[src/design/i2cs_regs.svh]
// Constants of the register port: slave addresses, bit framing and timing
`ifndef I2CS_REGS_SVH
`define I2CS_REGS_SVH

// ----------------------------------------------------------------
// Slave addresses
// ----------------------------------------------------------------
`define I2CS_ADDR_DIRECT 7'h30
`define I2CS_ADDR_SWAPPED 7'h31
`define I2CS_DIR_READ 1'b1

// ----------------------------------------------------------------
// Framing
// ----------------------------------------------------------------
`define I2CS_BYTE_BITS 4'h8
`define I2CS_PTR_RESET 8'h00

// ----------------------------------------------------------------
// Timing
// ----------------------------------------------------------------
`define I2CS_CLK_HZ 100000000
`define I2CS_SCL_STD_HZ 100000
`define I2CS_SCL_FAST_HZ 400000
// Cycles of the system clock per bus bit at the fastest bus rate
`define I2CS_BIT_CYC (`I2CS_CLK_HZ / `I2CS_SCL_FAST_HZ)
// Least cycles per bit that leave room for the 3-stage pin filter
`define I2CS_BIT_CYC_MIN 16

`endif

[src/design/i2cs_pkg.sv]
// Types shared by the register port files
package i2cs_pkg;

  typedef logic [7:0] i2cs_byte_t;

  typedef enum logic [2:0] {
    ST_IDLE = 3'b000,
    ST_ADDR = 3'b001,
    ST_ACK = 3'b010,
    ST_RX = 3'b011,
    ST_TX = 3'b100,
    ST_MACK = 3'b101,
    ST_SKIP = 3'b110
  } i2cs_state_t;

endpackage

[src/design/i2cs_port.sv]
// Serial slave port that reads and writes the device's internal registers
`timescale 1ns/1ps
`include "i2cs_regs.svh"

module i2cs_port
#(
  parameter int CLK_HZ = `I2CS_CLK_HZ
)
(
  input wire logic i_ref_clk,
  input wire logic i_sys_rst,
  input wire logic i_sio_d,
  output logic o_sio_d,
  output logic o_sio_d_oe_n,
  input wire logic i_sio_c,
  output logic o_sio_c,
  output logic o_sio_c_oe_n,
  input wire i2cs_pkg::i2cs_byte_t i_reg_rdata,
  output i2cs_pkg::i2cs_byte_t o_reg_ptr,
  output i2cs_pkg::i2cs_byte_t o_reg_waddr,
  output i2cs_pkg::i2cs_byte_t o_reg_wdata,
  output logic o_reg_wr,
  output logic o_reg_rd,
  output logic o_busy,
  output logic o_swapped
);
  import i2cs_pkg::*;

  // ----------------------------------------------------------------
  // Rate check
  // ----------------------------------------------------------------
  // The pin filter costs four cycles; slower clocks would blur bit edges
  if (CLK_HZ / `I2CS_SCL_FAST_HZ < `I2CS_BIT_CYC_MIN)
  begin : g_rate_chk
    $error("i2cs_port: system clock too slow for the fast bus rate");
  end

  // ----------------------------------------------------------------
  // Pin filters and line mapping
  // ----------------------------------------------------------------
  logic d_lvl;
  logic c_lvl;
  logic d_p_r;
  logic c_p_r;
  logic sda;
  logic scl;
  logic sda_p;
  logic scl_p;
  logic scl_rise;
  logic scl_fall;
  logic start_det;
  logic stop_det;
  logic start_direct;
  logic start_cross;

  i2cs_sync u_sync_d
  (
    .i_ref_clk(i_ref_clk),
    .i_sys_rst(i_sys_rst),
    .i_pin(i_sio_d),
    .o_level(d_lvl)
  );

  i2cs_sync u_sync_c
  (
    .i_ref_clk(i_ref_clk),
    .i_sys_rst(i_sys_rst),
    .i_pin(i_sio_c),
    .o_level(c_lvl)
  );

  // ----------------------------------------------------------------
  // Port state
  // ----------------------------------------------------------------
  i2cs_state_t state_r;
  i2cs_state_t state_nxt;
  logic swap_r;
  logic swap_nxt;
  logic [3:0] cnt_r;
  logic [3:0] cnt_nxt;
  i2cs_byte_t rx_r;
  i2cs_byte_t rx_nxt;
  i2cs_byte_t tx_r;
  i2cs_byte_t tx_nxt;
  i2cs_byte_t ptr_r;
  i2cs_byte_t ptr_nxt;
  i2cs_byte_t waddr_r;
  i2cs_byte_t waddr_nxt;
  i2cs_byte_t wdata_r;
  i2cs_byte_t wdata_nxt;
  logic rw_r;
  logic rw_nxt;
  logic first_r;
  logic first_nxt;
  logic drv_r;
  logic drv_nxt;
  logic wr_r;
  logic wr_nxt;
  logic rd_r;
  logic rd_nxt;
  logic d_oe_n_r;
  logic c_oe_n_r;
  logic pin_lvl_r;
  logic busy_r;
  logic [6:0] own_addr;

  always_comb
  begin
    sda = swap_r ? c_lvl : d_lvl;
    scl = swap_r ? d_lvl : c_lvl;
    sda_p = swap_r ? c_p_r : d_p_r;
    scl_p = swap_r ? d_p_r : c_p_r;
    scl_rise = scl & ~scl_p;
    scl_fall = ~scl & scl_p;
    start_det = sda_p & ~sda & scl & scl_p;
    stop_det = ~sda_p & sda & scl & scl_p;
    // From idle the line that falls first under a high partner is data
    start_direct = d_p_r & ~d_lvl & c_lvl & c_p_r;
    start_cross = c_p_r & ~c_lvl & d_lvl & d_p_r;
    own_addr = swap_r ? `I2CS_ADDR_SWAPPED : `I2CS_ADDR_DIRECT;
  end

  always_comb
  begin
    state_nxt = state_r;
    swap_nxt = swap_r;
    cnt_nxt = cnt_r;
    rx_nxt = rx_r;
    tx_nxt = tx_r;
    ptr_nxt = ptr_r;
    waddr_nxt = waddr_r;
    wdata_nxt = wdata_r;
    rw_nxt = rw_r;
    first_nxt = first_r;
    drv_nxt = drv_r;
    wr_nxt = 1'b0;
    rd_nxt = 1'b0;
    if (state_r == ST_IDLE)
    begin
      if (start_direct || start_cross)
      begin
        swap_nxt = start_cross;
        state_nxt = ST_ADDR;
        cnt_nxt = '0;
      end
    end
    else if (start_det)
    begin
      state_nxt = ST_ADDR;
      cnt_nxt = '0;
      drv_nxt = 1'b0;
    end
    else if (stop_det)
    begin
      state_nxt = ST_IDLE;
      drv_nxt = 1'b0;
    end
    else
    begin
      case (state_r)
        ST_ADDR, ST_RX:
        begin
          if (scl_rise)
          begin
            rx_nxt = {rx_r[6:0], sda};
            cnt_nxt = cnt_r + 4'h1;
          end
          else if (scl_fall && cnt_r == `I2CS_BYTE_BITS)
          begin
            cnt_nxt = '0;
            drv_nxt = 1'b1;
            state_nxt = ST_ACK;
            if (state_r == ST_ADDR)
            begin
              rw_nxt = rx_r[0];
              first_nxt = 1'b1;
              if (rx_r[7:1] != own_addr)
              begin
                drv_nxt = 1'b0;
                state_nxt = ST_SKIP;
              end
            end
            else if (first_r)
            begin
              ptr_nxt = rx_r;
              first_nxt = 1'b0;
            end
            else
            begin
              waddr_nxt = ptr_r;
              wdata_nxt = rx_r;
              wr_nxt = 1'b1;
              ptr_nxt = ptr_r + 8'h01;
            end
          end
        end
        ST_ACK:
        begin
          // Line held low across the whole high phase; on the fall a write releases it, a read drives bit 7
          if (scl_fall)
          begin
            if (rw_r == `I2CS_DIR_READ)
            begin
              drv_nxt = ~i_reg_rdata[7];
              tx_nxt = {i_reg_rdata[6:0], 1'b0};
              rd_nxt = 1'b1;
              state_nxt = ST_TX;
            end
            else
            begin
              drv_nxt = 1'b0;
              state_nxt = ST_RX;
            end
          end
        end
        ST_TX:
        begin
          if (scl_rise)
          begin
            cnt_nxt = cnt_r + 4'h1;
          end
          else if (scl_fall)
          begin
            if (cnt_r == `I2CS_BYTE_BITS)
            begin
              cnt_nxt = '0;
              drv_nxt = 1'b0;
              ptr_nxt = ptr_r + 8'h01;
              state_nxt = ST_MACK;
            end
            else
            begin
              drv_nxt = ~tx_r[7];
              tx_nxt = {tx_r[6:0], 1'b0};
            end
          end
        end
        ST_MACK:
        begin
          if (scl_rise && sda)
          begin
            state_nxt = ST_SKIP;
          end
          else if (scl_fall)
          begin
            drv_nxt = ~i_reg_rdata[7];
            tx_nxt = {i_reg_rdata[6:0], 1'b0};
            rd_nxt = 1'b1;
            state_nxt = ST_TX;
          end
        end
        ST_SKIP:
        begin
          drv_nxt = 1'b0;
        end
        default:
        begin
          state_nxt = ST_IDLE;
          drv_nxt = 1'b0;
        end
      endcase
    end
  end

  always_ff @(posedge i_ref_clk)
  begin
    if (i_sys_rst)
    begin
      state_r <= ST_IDLE;
      swap_r <= 1'b0;
      cnt_r <= '0;
      rx_r <= '0;
      tx_r <= '0;
      ptr_r <= `I2CS_PTR_RESET;
      waddr_r <= '0;
      wdata_r <= '0;
      rw_r <= 1'b0;
      first_r <= 1'b0;
      drv_r <= 1'b0;
      wr_r <= 1'b0;
      rd_r <= 1'b0;
      d_p_r <= 1'b1;
      c_p_r <= 1'b1;
      d_oe_n_r <= 1'b1;
      c_oe_n_r <= 1'b1;
      pin_lvl_r <= 1'b0;
      busy_r <= 1'b0;
    end
    else
    begin
      state_r <= state_nxt;
      swap_r <= swap_nxt;
      cnt_r <= cnt_nxt;
      rx_r <= rx_nxt;
      tx_r <= tx_nxt;
      ptr_r <= ptr_nxt;
      waddr_r <= waddr_nxt;
      wdata_r <= wdata_nxt;
      rw_r <= rw_nxt;
      first_r <= first_nxt;
      drv_r <= drv_nxt;
      wr_r <= wr_nxt;
      rd_r <= rd_nxt;
      d_p_r <= d_lvl;
      c_p_r <= c_lvl;
      // Only the pin that carries data is ever pulled low
      d_oe_n_r <= ~(drv_nxt & ~swap_nxt);
      c_oe_n_r <= ~(drv_nxt & swap_nxt);
      pin_lvl_r <= 1'b0;
      busy_r <= (state_nxt != ST_IDLE);
    end
  end

  assign o_sio_d = pin_lvl_r;
  assign o_sio_c = pin_lvl_r;
  assign o_sio_d_oe_n = d_oe_n_r;
  assign o_sio_c_oe_n = c_oe_n_r;
  assign o_reg_ptr = ptr_r;
  assign o_reg_waddr = waddr_r;
  assign o_reg_wdata = wdata_r;
  assign o_reg_wr = wr_r;
  assign o_reg_rd = rd_r;
  assign o_busy = busy_r;
  assign o_swapped = swap_r;
endmodule

[src/design/i2cs_sync.sv]
// Three-stage pin filter: a change counts once stages two and three agree
`timescale 1ns/1ps

module i2cs_sync
(
  input wire logic i_ref_clk,
  input wire logic i_sys_rst,
  input wire logic i_pin,
  output logic o_level
);

  logic s1_r;
  logic s2_r;
  logic s3_r;
  logic lvl_r;
  logic lvl_nxt;

  // Idle bus level is high, so every stage resets high
  always_comb
  begin
    lvl_nxt = lvl_r;
    if (s2_r == s3_r)
    begin
      lvl_nxt = s3_r;
    end
  end

  always_ff @(posedge i_ref_clk)
  begin
    if (i_sys_rst)
    begin
      s1_r <= 1'b1;
      s2_r <= 1'b1;
      s3_r <= 1'b1;
      lvl_r <= 1'b1;
    end
    else
    begin
      s1_r <= i_pin;
      s2_r <= s1_r;
      s3_r <= s2_r;
      lvl_r <= lvl_nxt;
    end
  end

  assign o_level = lvl_r;

endmodule

[config.mk]
export PLATFORM = sky130hd
export DESIGN_NAME = i2cs_port
export DESIGN_NICKNAME = d
export VERILOG_FILES = /design/src/design/i2cs_pkg.sv /design/src/design/i2cs_port.sv /design/src/design/i2cs_sync.sv
export VERILOG_INCLUDE_DIRS = /design/src /design/src/design
export SDC_FILE = /design/constraint.sdc
export NUM_CORES = 1
export LEC_CHECK = 0
export BUFFER_PORTS_ARGS = -buffer_cell sky130_fd_sc_hd__buf_4
export CAP_MARGIN = 30
export CORE_ASPECT_RATIO = 1.25
export CORE_MARGIN = 2
export CORE_UTILIZATION = 50
export DETAILED_ROUTE_END_ITERATION = 6
export GPL_ROUTABILITY_DRIVEN = 0
export PLACE_DENSITY = 0.79
export SLEW_MARGIN = 20
export SYNTH_ARGS = -nofsm -noshare
export SYNTH_HDL_FRONTEND = slang
export SYNTH_SLANG_ARGS = --single-unit
[constraint.sdc]
create_clock -name i_ref_clk -period 6.8 [get_ports i_ref_clk]
set_clock_uncertainty 0.1 [all_clocks]
set_input_delay 1.36 -clock i_ref_clk [delete_from_list [all_inputs] [get_ports i_ref_clk]]
set_output_delay 1.36 -clock i_ref_clk [all_outputs]
set_load 0.005 [all_outputs]
==> PnR_summary.wiki, run 1 <==
{| class="wikitable"
! Metric !! Value
|-
| Outcome || finished, final reports clean
|-
| Reg-to-reg setup timing slack || 3.78 ns
|-
| Hold Path Cell Cnt || 1
|-
| Top cells by area in the synthesized netlist || dfxtp_1 41%, mux2i_1 11%, nor2_1 5.7%
|-
| Number of enable flip-flop cells after synthesis || 0
|-
| Detailed Routing Iterations Pass 1 || 4
|-
| Overall Power || 722.1 µW
|-
| Share of the synthesized area in the top cell type || 0.4085
|-
| Period Utilization, post-route || 0.4445
|-
| Fmax || 330.9 MHz
|-
| Post-synthesis instance total || 363
|-
| Avg Inst Size Synth || 8.776 µm²
|-
| Total of max-cap violations || 0
|-
| Number of antenna violations at the first check in global routing || 0
|-
| RSZ-0062 raised after global routing || false
|-
| CTS tree || built
|-
| Required @ worst endpoint || 6.91 ns
|-
| Vias after detailed routing || 2,752
|-
| Portion of the post-synthesis area used by sequential elements || 0.4085
|-
| Avg WL per Cell || 14.11 µm
|-
| Library cells used by synthesis || 61
|-
| Vertical extent of the die || 93.24 µm
|-
| Synthesis-to-finish area growth || 16.30%
|-
| Worst Tran Pin Value || 0.7476 ns
|-
| Clock latency at the later pin of the worst-skew pair || 0.35 ns
|-
| Largest net degree at the start of global routing || 64
|-
| Cell type contributing the most total cell area after synthesis || dfxtp_1
|-
| Final wirelength || 6845 µm
|-
| Count of fill cells added during filler insertion || 556
|-
| Number of nets still failing antenna checks after routing || 0
|-
| Post-cts hold buffer count || 0
|-
| Total standard cell area after synthesis || 3186 µm²
|-
| Commonest cells in the netlist || 65 x dfxtp_1, 48 x nor2_1, 35 x mux2i_1
|-
| Core Region || 6166 µm²
|-
| Max Transition Viols Final || 0
|-
| Initial standard-cell utilization of the core || 0.5166
|-
| VDD IR max || 0.1539 mV
|-
| Row count || 32
|-
| Asr flop ratio synth || 0
|-
| Leakage dissipation || 0.001391 µW
|-
| Clock period minus final worst setup slack || 3.022 ns
|-
| Hold Violations, Final || 0
|-
| Crit path capture type || flip-flop
|-
| Most instantiated library cell after synthesis || dfxtp_1
|-
| Total inserted antenna cells || 0
|-
| Worst reg-to-reg path cell count || 9
|-
| Main flop type after synthesis || dfxtp_1
|-
| Max FO, Critical Path || 17
|-
| Overflow left after global routing || 0
|-
| Via-to-Cell Ratio || 5.674
|-
| Post-route DRC || 0
|-
| GRT Overall Usage || 0.2101
|-
| Post-synthesis sequential element count || 65
|-
| Die area || 7029 µm²
|-
| Maximum clock path buffer count || 2
|-
| Depth of the CTS H-tree || 3
|-
| Element type at the critical path start || flip-flop
|-
| Setup violators final || 0
|-
| Clock input transition at the sequential cells of the worst setup and hold paths || 0.07 ns
|-
| Number of global-route vias before repair || 2,598
|-
| Warnings from Yosys || 0
|-
| Clock sinks || 65
|-
| Clk root buf || clkbuf_8
|-
| Crit Path Category || flip-flop to flip-flop
|-
| Sum of negative setup slack || 0 ns
|-
| Type of the tightest min-delay check || flip-flop to flip-flop
|-
| Count of buffers inserted at the top-level ports || 41
|-
| Share of layout cells above drive strength 1 || 0.2000
|-
| Number of buffers created by CTS || 9
|-
| Nets || 413
|-
| Worst path arrival time || 3.13 ns
|-
| DPL Wire Length || 4646 µm
|-
| Worst max-slew margin expressed relative to the limit || 0.4989
|-
| I/O pin cnt || 44
|-
| DRT iter0 DRCs || 211
|-
| # Post-CTS Setup Buffers || 0
|-
| Floorplan die width || 75.39 µm
|-
| Power Density || 194.9 nW/µm²
|-
| First-pass GRT wire length || 11,520 µm
|-
| CTS-repair resized insts || 0
|}
==> per-layer routing <==
| layer | part of all wire | vias up | global-route usage |
|---|---|---|---|
| li1 | - | 1352 | - |
| met1 | 0.43 | 1295 | 0.2549 |
| met2 | 0.49 | 89 | 0.3442 |
| met3 | 0.050 | 16 | 0.04849 |
| met4 | 0.022 | 0 | 0.09795 |
| met5 | 0 | - | 0 |
==> metrics by stage <==
step / cell area [µm²] / utilization / std cells / hold WS [ns] / setup slack (ns)
after floorplan: 3189 / - / 364 / 0.2895 / 4.103
after global placement: 3490 / 0.5660 / 466 / 0.2930 / 3.895
after detailed placement: 3505 / 0.5684 / 468 / 0.2923 / 3.816
after CTS: 3697 / 0.5996 / 484 / 0.3103 / 3.793
after global routing: 3705 / 0.6009 / 485 / 0.3310 / 3.463
final: 3705 / 0.6009 / 485 / 0.3104 / 3.778
==> cell families (layout without fill, tap and decap cells) <==
| kind of cell | after synthesis | in the layout | share of synthesized area |
|---|---|---|---|
| AND/OR/NAND/NOR | 141 | 141 | 0.2290 |
| flip-flops | 65 | 65 | 0.4085 |
| AO/OA/AOI/OAI | 73 | 73 | 0.1583 |
| adder cells (fa/ha/maj) | 6 | 6 | 0.02357 |
| multiplexers | 37 | 37 | 0.1170 |
| buffers and inverters | 38 | 74 | 0.05695 |
| XOR/XNOR | 2 | 2 | 0.005500 |
| other | 1 | 2 | 0.001177 |
==> power breakdown <==
group / total, µW / switching (µW) / internal, µW
registers: 383 / 0.912 / 382
clock network: 323 / 152 / 170
logic: 16.6 / 9.31 / 7.25
==> worst max-delay path: stages (launching register included) <==
cell and delay, ns:
dfxtp_1 0.58, mux2i_1 0.36, inv_1 0.08, ha_1 0.33, and4bb_2 0.43, nand3_1 0.18
nor4_2 0.20, buf_4 0.33, mux2i_1 0.24, nor2_1 0.05
==> area by class of cell <==
type	instances	area, µm²	area share
multi-input cells	261	1718	0.4637
flip-flops and latches	65	1301	0.3512
repair buffers	45	337.8	0.09119
clock buffers	10	127.6	0.03445
well taps	85	106.4	0.02871
clock inverters	6	65.06	0.01756
inverters	13	48.80	0.01317
==> flip-flops by register name, indices dropped and copies added, names as in the netlist, 3 cells and up, named ones only <==
register     flops
o_reg_ptr        8
o_reg_wdata      8
o_reg_waddr      8
cnt_r            4
rx_r             8
tx_r             7
state_r          3
==> final timing paths <==
check                            from                     endpoint
max              o_swapped$_SDFF_PP0_  o_reg_wdata[1]$_SDFFE_PP0P_
min          u_sync_c.s1_r$_SDFF_PP1_     u_sync_c.s2_r$_SDFF_PP1_
min reg2reg  u_sync_c.s1_r$_SDFF_PP1_     u_sync_c.s2_r$_SDFF_PP1_
max reg2reg      o_swapped$_SDFF_PP0_  o_reg_wdata[1]$_SDFFE_PP0P_
==> layout by cell type, fill, tap and decap left out, types with 4 or more instances in the layout <==
cell,instances
nor3_1,10
or2_2,8
clkbuf_8,9
a21oi_1,14
a22oi_1,4
dfxtp_1,65
buf_4,45
nor2b_1,5
and3_1,6
nand2_1,20
nand3_1,14
ha_1,6
a211oi_1,8
nor2_1,48
o21ai_0,14
inv_1,13
nand3b_1,4
a31oi_1,5
mux2i_1,35
No activity file was read; power rests on OpenSTA's default activity.
==> run 2: changes to the inputs <==
- ABC_AREA: default -> 1
- PLACE_DENSITY: 0.79 -> 0.81
- clock period: 6.8 -> 2.51 ns (I/O delays scaled with it)
==> run 2 against run 1 <==
Setup slack lost 3.5 ns. Hold slack worse by 0.075 ns. Largest power group unchanged. Flip-flop and latch count unchanged. Sequential power grew to 2.7 times the previous value. Wire length is 19% higher.
==> PnR_summary.wiki, run 2 <==
{| class="wikitable"
! Metric !! Value
|-
| Outcome || finished, final reports clean
|-
| Worst path arrival time || 2.45 ns (-0.68 ns)
|-
| Post-route DRC || 0 (unchanged)
|-
| Slowest stage delay, CP || 0.45 ns (-0.13 ns)
|-
| Number of buffers created by CTS || 9 (unchanged)
|-
| Fmax || 440.4 MHz (+33%)
|-
| R2r endpoint || o_reg_ptr[5]$_SDFFE_PP0P_
|-
| Worst reg-to-reg path cell count || 11 (+2)
|-
| I/O pin cnt || 44 (unchanged)
|-
| Commonest cells in the netlist || 121 x nand2_1, 65 x dfxtp_1, 48 x a21oi_1
|-
| Period Utilization, post-route || 0.9045 (+0.4601)
|-
| Power Density || 527.6 nW/µm² (+170%)
|-
| Share of the synthesized area in the top cell type || 0.3856 (-0.02287)
|-
| Portion of the post-synthesis area used by sequential elements || 0.3856 (-0.02287)
|-
| Total of max-cap violations || 0 (unchanged)
|-
| Core Region || 6565 µm² (+6.5%)
|-
| Number of antenna violations at the first check in global routing || 0 (unchanged)
|-
| Most used cell along the critical path || nand2_1
|-
| Placed Cells || 599 (+28%)
|-
| Clock period minus final worst setup slack || 2.270 ns (-0.7521 ns)
|-
| Main flop type after synthesis || dfxtp_1
|-
| Nets || 541 (+31%)
|-
| Final wirelength || 8171 µm (+19%)
|-
| Required @ worst endpoint || 2.69 ns (-4.22 ns)
|-
| Floorplan die width || 77.48 µm (+2.8%)
|-
| First-pass GRT wire length || 13,500 µm (+17%)
|-
| Crit path capture type || flip-flop
|-
| Cell-by-cell listing of the critical path || o21ai_2, inv_1, ha_2, nand4_1, nand2_1, o21ai_1, nor3_2, nand2_4, inv_2, nand2_1, a21oi_1
|-
| CTS tree || built
|-
| Warnings from Yosys || 0 (unchanged)
|-
| Via-to-Cell Ratio || 5.377 (-5.2%)
|-
| Number of nets still failing antenna checks after routing || 0 (unchanged)
|-
| Launch instance of the worst register-to-register path || o_swapped$_SDFF_PP0_
|-
| DRT iter0 DRCs || 171 (-19%)
|-
| Clk root buf || clkbuf_8
|-
| Maximum clock path buffer count || 2 (unchanged)
|-
| Element type at the critical path start || flip-flop
|-
| Max FO, Critical Path || 9 (-8)
|-
| Reg-to-reg setup timing slack || 0.24 ns (-3.54 ns)
|-
| Post-cts hold buffer count || 0 (unchanged)
|-
| Leading cell type in the layout, fill and taps excluded || nand2_1
|-
| Share of layout cells above drive strength 1 || 0.2008 (+0.0007576)
|-
| DPL Wire Length || 6006 µm (+29%)
|-
| Type of the tightest min-delay check || primary input to flip-flop
|-
| Depth of the CTS H-tree || 3 (unchanged)
|-
| Vias after detailed routing || 3,307 (+20%)
|-
| Number of global-route vias before repair || 2,970 (+14%)
|-
| Crit Path Category || flip-flop to flip-flop
|-
| RSZ-0062 raised after global routing || false
|-
| WHS Endpoint || u_sync_c.s1_r$_SDFF_PP1_
|-
| Beginning of the worst hold path || i_sio_c
|-
| Row count || 33 (+3.1%)
|-
| Asr flop ratio synth || 0 (unchanged)
|-
| Cell type contributing the most total cell area after synthesis || dfxtp_1
|-
| Worst max-slew margin expressed relative to the limit || 0.6179 (+0.1190)
|-
| Avg Inst Size Synth || 7.060 µm² (-20%)
|-
| Most instantiated library cell after synthesis || nand2_1
|-
| Synthesis-to-finish area growth || 18.09%
|-
| Die area || 7426 µm² (+5.6%)
|-
| Cell type of the slowest stage on the worst timing path || dfxtp_1
|-
| Worst Tran Pin Value || 0.5725 ns (-0.1751 ns)
|-
| Crit path buffers/inverters || 2 (unchanged)
|-
| Hold Path Cell Cnt || 2 (+1)
|-
| Largest net degree at the start of global routing || 31 (-52%)
|-
| Total inserted antenna cells || 0 (unchanged)
|-
| Number of enable flip-flop cells after synthesis || 0 (unchanged)
|-
| Clock latency at the later pin of the worst-skew pair || 0.36 ns (about the same)
|-
| Top cells by area in the synthesized netlist || dfxtp_1 39%, nand2_1 13%, a21oi_1 7.1%
|-
| Clock input transition at the sequential cells of the worst setup and hold paths || 0.07 ns (about the same)
|-
| CTS-repair resized insts || 0 (unchanged)
|-
| Worst path top cell family by delay || simple AND/OR/NAND/NOR gates
|-
| VDD IR max || 0.2416 mV (+57%)
|-
| Commonest cells after routing, fill and taps aside || 121 x nand2_1, 65 x dfxtp_1, 52 x buf_4, 48 x a21oi_1, 42 x inv_1
|-
| Overflow left after global routing || 0 (unchanged)
|-
| Hold Violations, Final || 0 (unchanged)
|-
| Setup violators final || 0 (unchanged)
|-
| Post-synthesis instance total || 478 (+32%)
|-
| Count of buffers inserted at the top-level ports || 41 (unchanged)
|-
| Initial standard-cell utilization of the core || 0.5140 (-0.002632)
|-
| Final non-filler cell total || 615 (+27%)
|-
| Vertical extent of the die || 95.85 µm (+2.8%)
|-
| Sum of negative setup slack || 0 ns (unchanged)
|-
| Leakage dissipation || 0.001738 µW (+25%)
|-
| Count of fill cells added during filler insertion || 602 (+8.3%)
|-
| Clock sinks || 65 (unchanged)
|-
| Total standard cell area after synthesis || 3374 µm² (+5.9%)
|-
| Detailed Routing Iterations Pass 1 || 4 (unchanged)
|-
| GRT Overall Usage || 0.2303 (+0.02018)
|-
| Library cells used by synthesis || 37 (-39%)
|-
| # Post-CTS Setup Buffers || 0 (unchanged)
|-
| Max Transition Viols Final || 0 (unchanged)
|-
| Post-synthesis sequential element count || 65 (unchanged)
|-
| Avg WL per Cell || 13.29 µm (-5.9%)
|-
| Levels on crit path || 11 (+2)
|}
[run 2: changes by cell type in the layout (fill, tap and decap cells not counted), sizes merged, moves of 5 or more]
cell,change
a21oi,+33
nor2b,-6
inv,+34
a31oi,-5
mux2i,-33
nand2,+107
and3,-6
buf,+8
a211oi,-7
nand4,+20
nor2,-6
nand3,+19
o21ai,+14
[run 2: worst max-delay path by stage]
stage	start	to
after global placement	o_swapped$_SDFF_PP0_	o_reg_waddr[3]$_SDFFE_PP0P_
after CTS	o_swapped$_SDFF_PP0_	o_reg_ptr[5]$_SDFFE_PP0P_
after global routing	o_swapped$_SDFF_PP0_	o_reg_ptr[5]$_SDFFE_PP0P_
after detailed placement	o_swapped$_SDFF_PP0_	o_reg_ptr[5]$_SDFFE_PP0P_
after floorplan	o_swapped$_SDFF_PP0_	o_reg_waddr[0]$_SDFFE_PP0P_
final	o_swapped$_SDFF_PP0_	o_reg_ptr[5]$_SDFFE_PP0P_
[run 2: area by class of cell]
class                   count  area [µm²]  area share
repair buffers             53       410.4      0.1030
multi-input cells         345        1762      0.4421
flip-flops and latches     65        1301      0.3265
well taps                  87       108.9     0.02732
clock inverters             7       95.09     0.02386
inverters                  49       183.9     0.04615
clock buffers               9       123.9     0.03108
[run 2: where the power goes]
group	internal, µW	switching (µW)	leakage, µW
combinational	31.3	41.2	0.00110
clock	558	432	0.000109
sequential	1040	3.52	0.000525
[run 2: logic make-up after synthesis]
group,after synthesis,share of synthesized area
AOI/OAI and AO/OA,82,0.1301
xor gates and xnor gates,5,0.01298
adders and majority gates,6,0.02225
buffers and inverters,69,0.09418
DFF,65,0.3856
muxes,2,0.005933
other,1,0.001111
and+or+nand+nor,248,0.3478
[run 2: per-stage QoR]
stage                     setup WS [ns]  hold slack [ns]  instance area [µm²]    util  power, µW
after global placement           0.3039           0.2925                 3764  0.5733       1134
after floorplan                  0.2323           0.2895                 3378       -       1110
after CTS                        0.1726           0.2343                 3983  0.6066       2102
final                            0.2396           0.2350                 3985  0.6070       2103
after detailed placement         0.1957           0.2985                 3764  0.5733       1136
after global routing            0.01972           0.2311                 3985  0.6070       2164
[run 2: layer usage]
layer / vias up / part of all wire / routed length, µm / global-route usage
li1: 1664 / - / - / -
met1: 1515 / 0.41 / 3335 / 0.2462
met2: 107 / 0.52 / 4247 / 0.4290
met3: 21 / 0.046 / 373 / 0.04878
met4: 0 / 0.026 / 216 / 0.1176
met5: - / 0 / 0 / 0
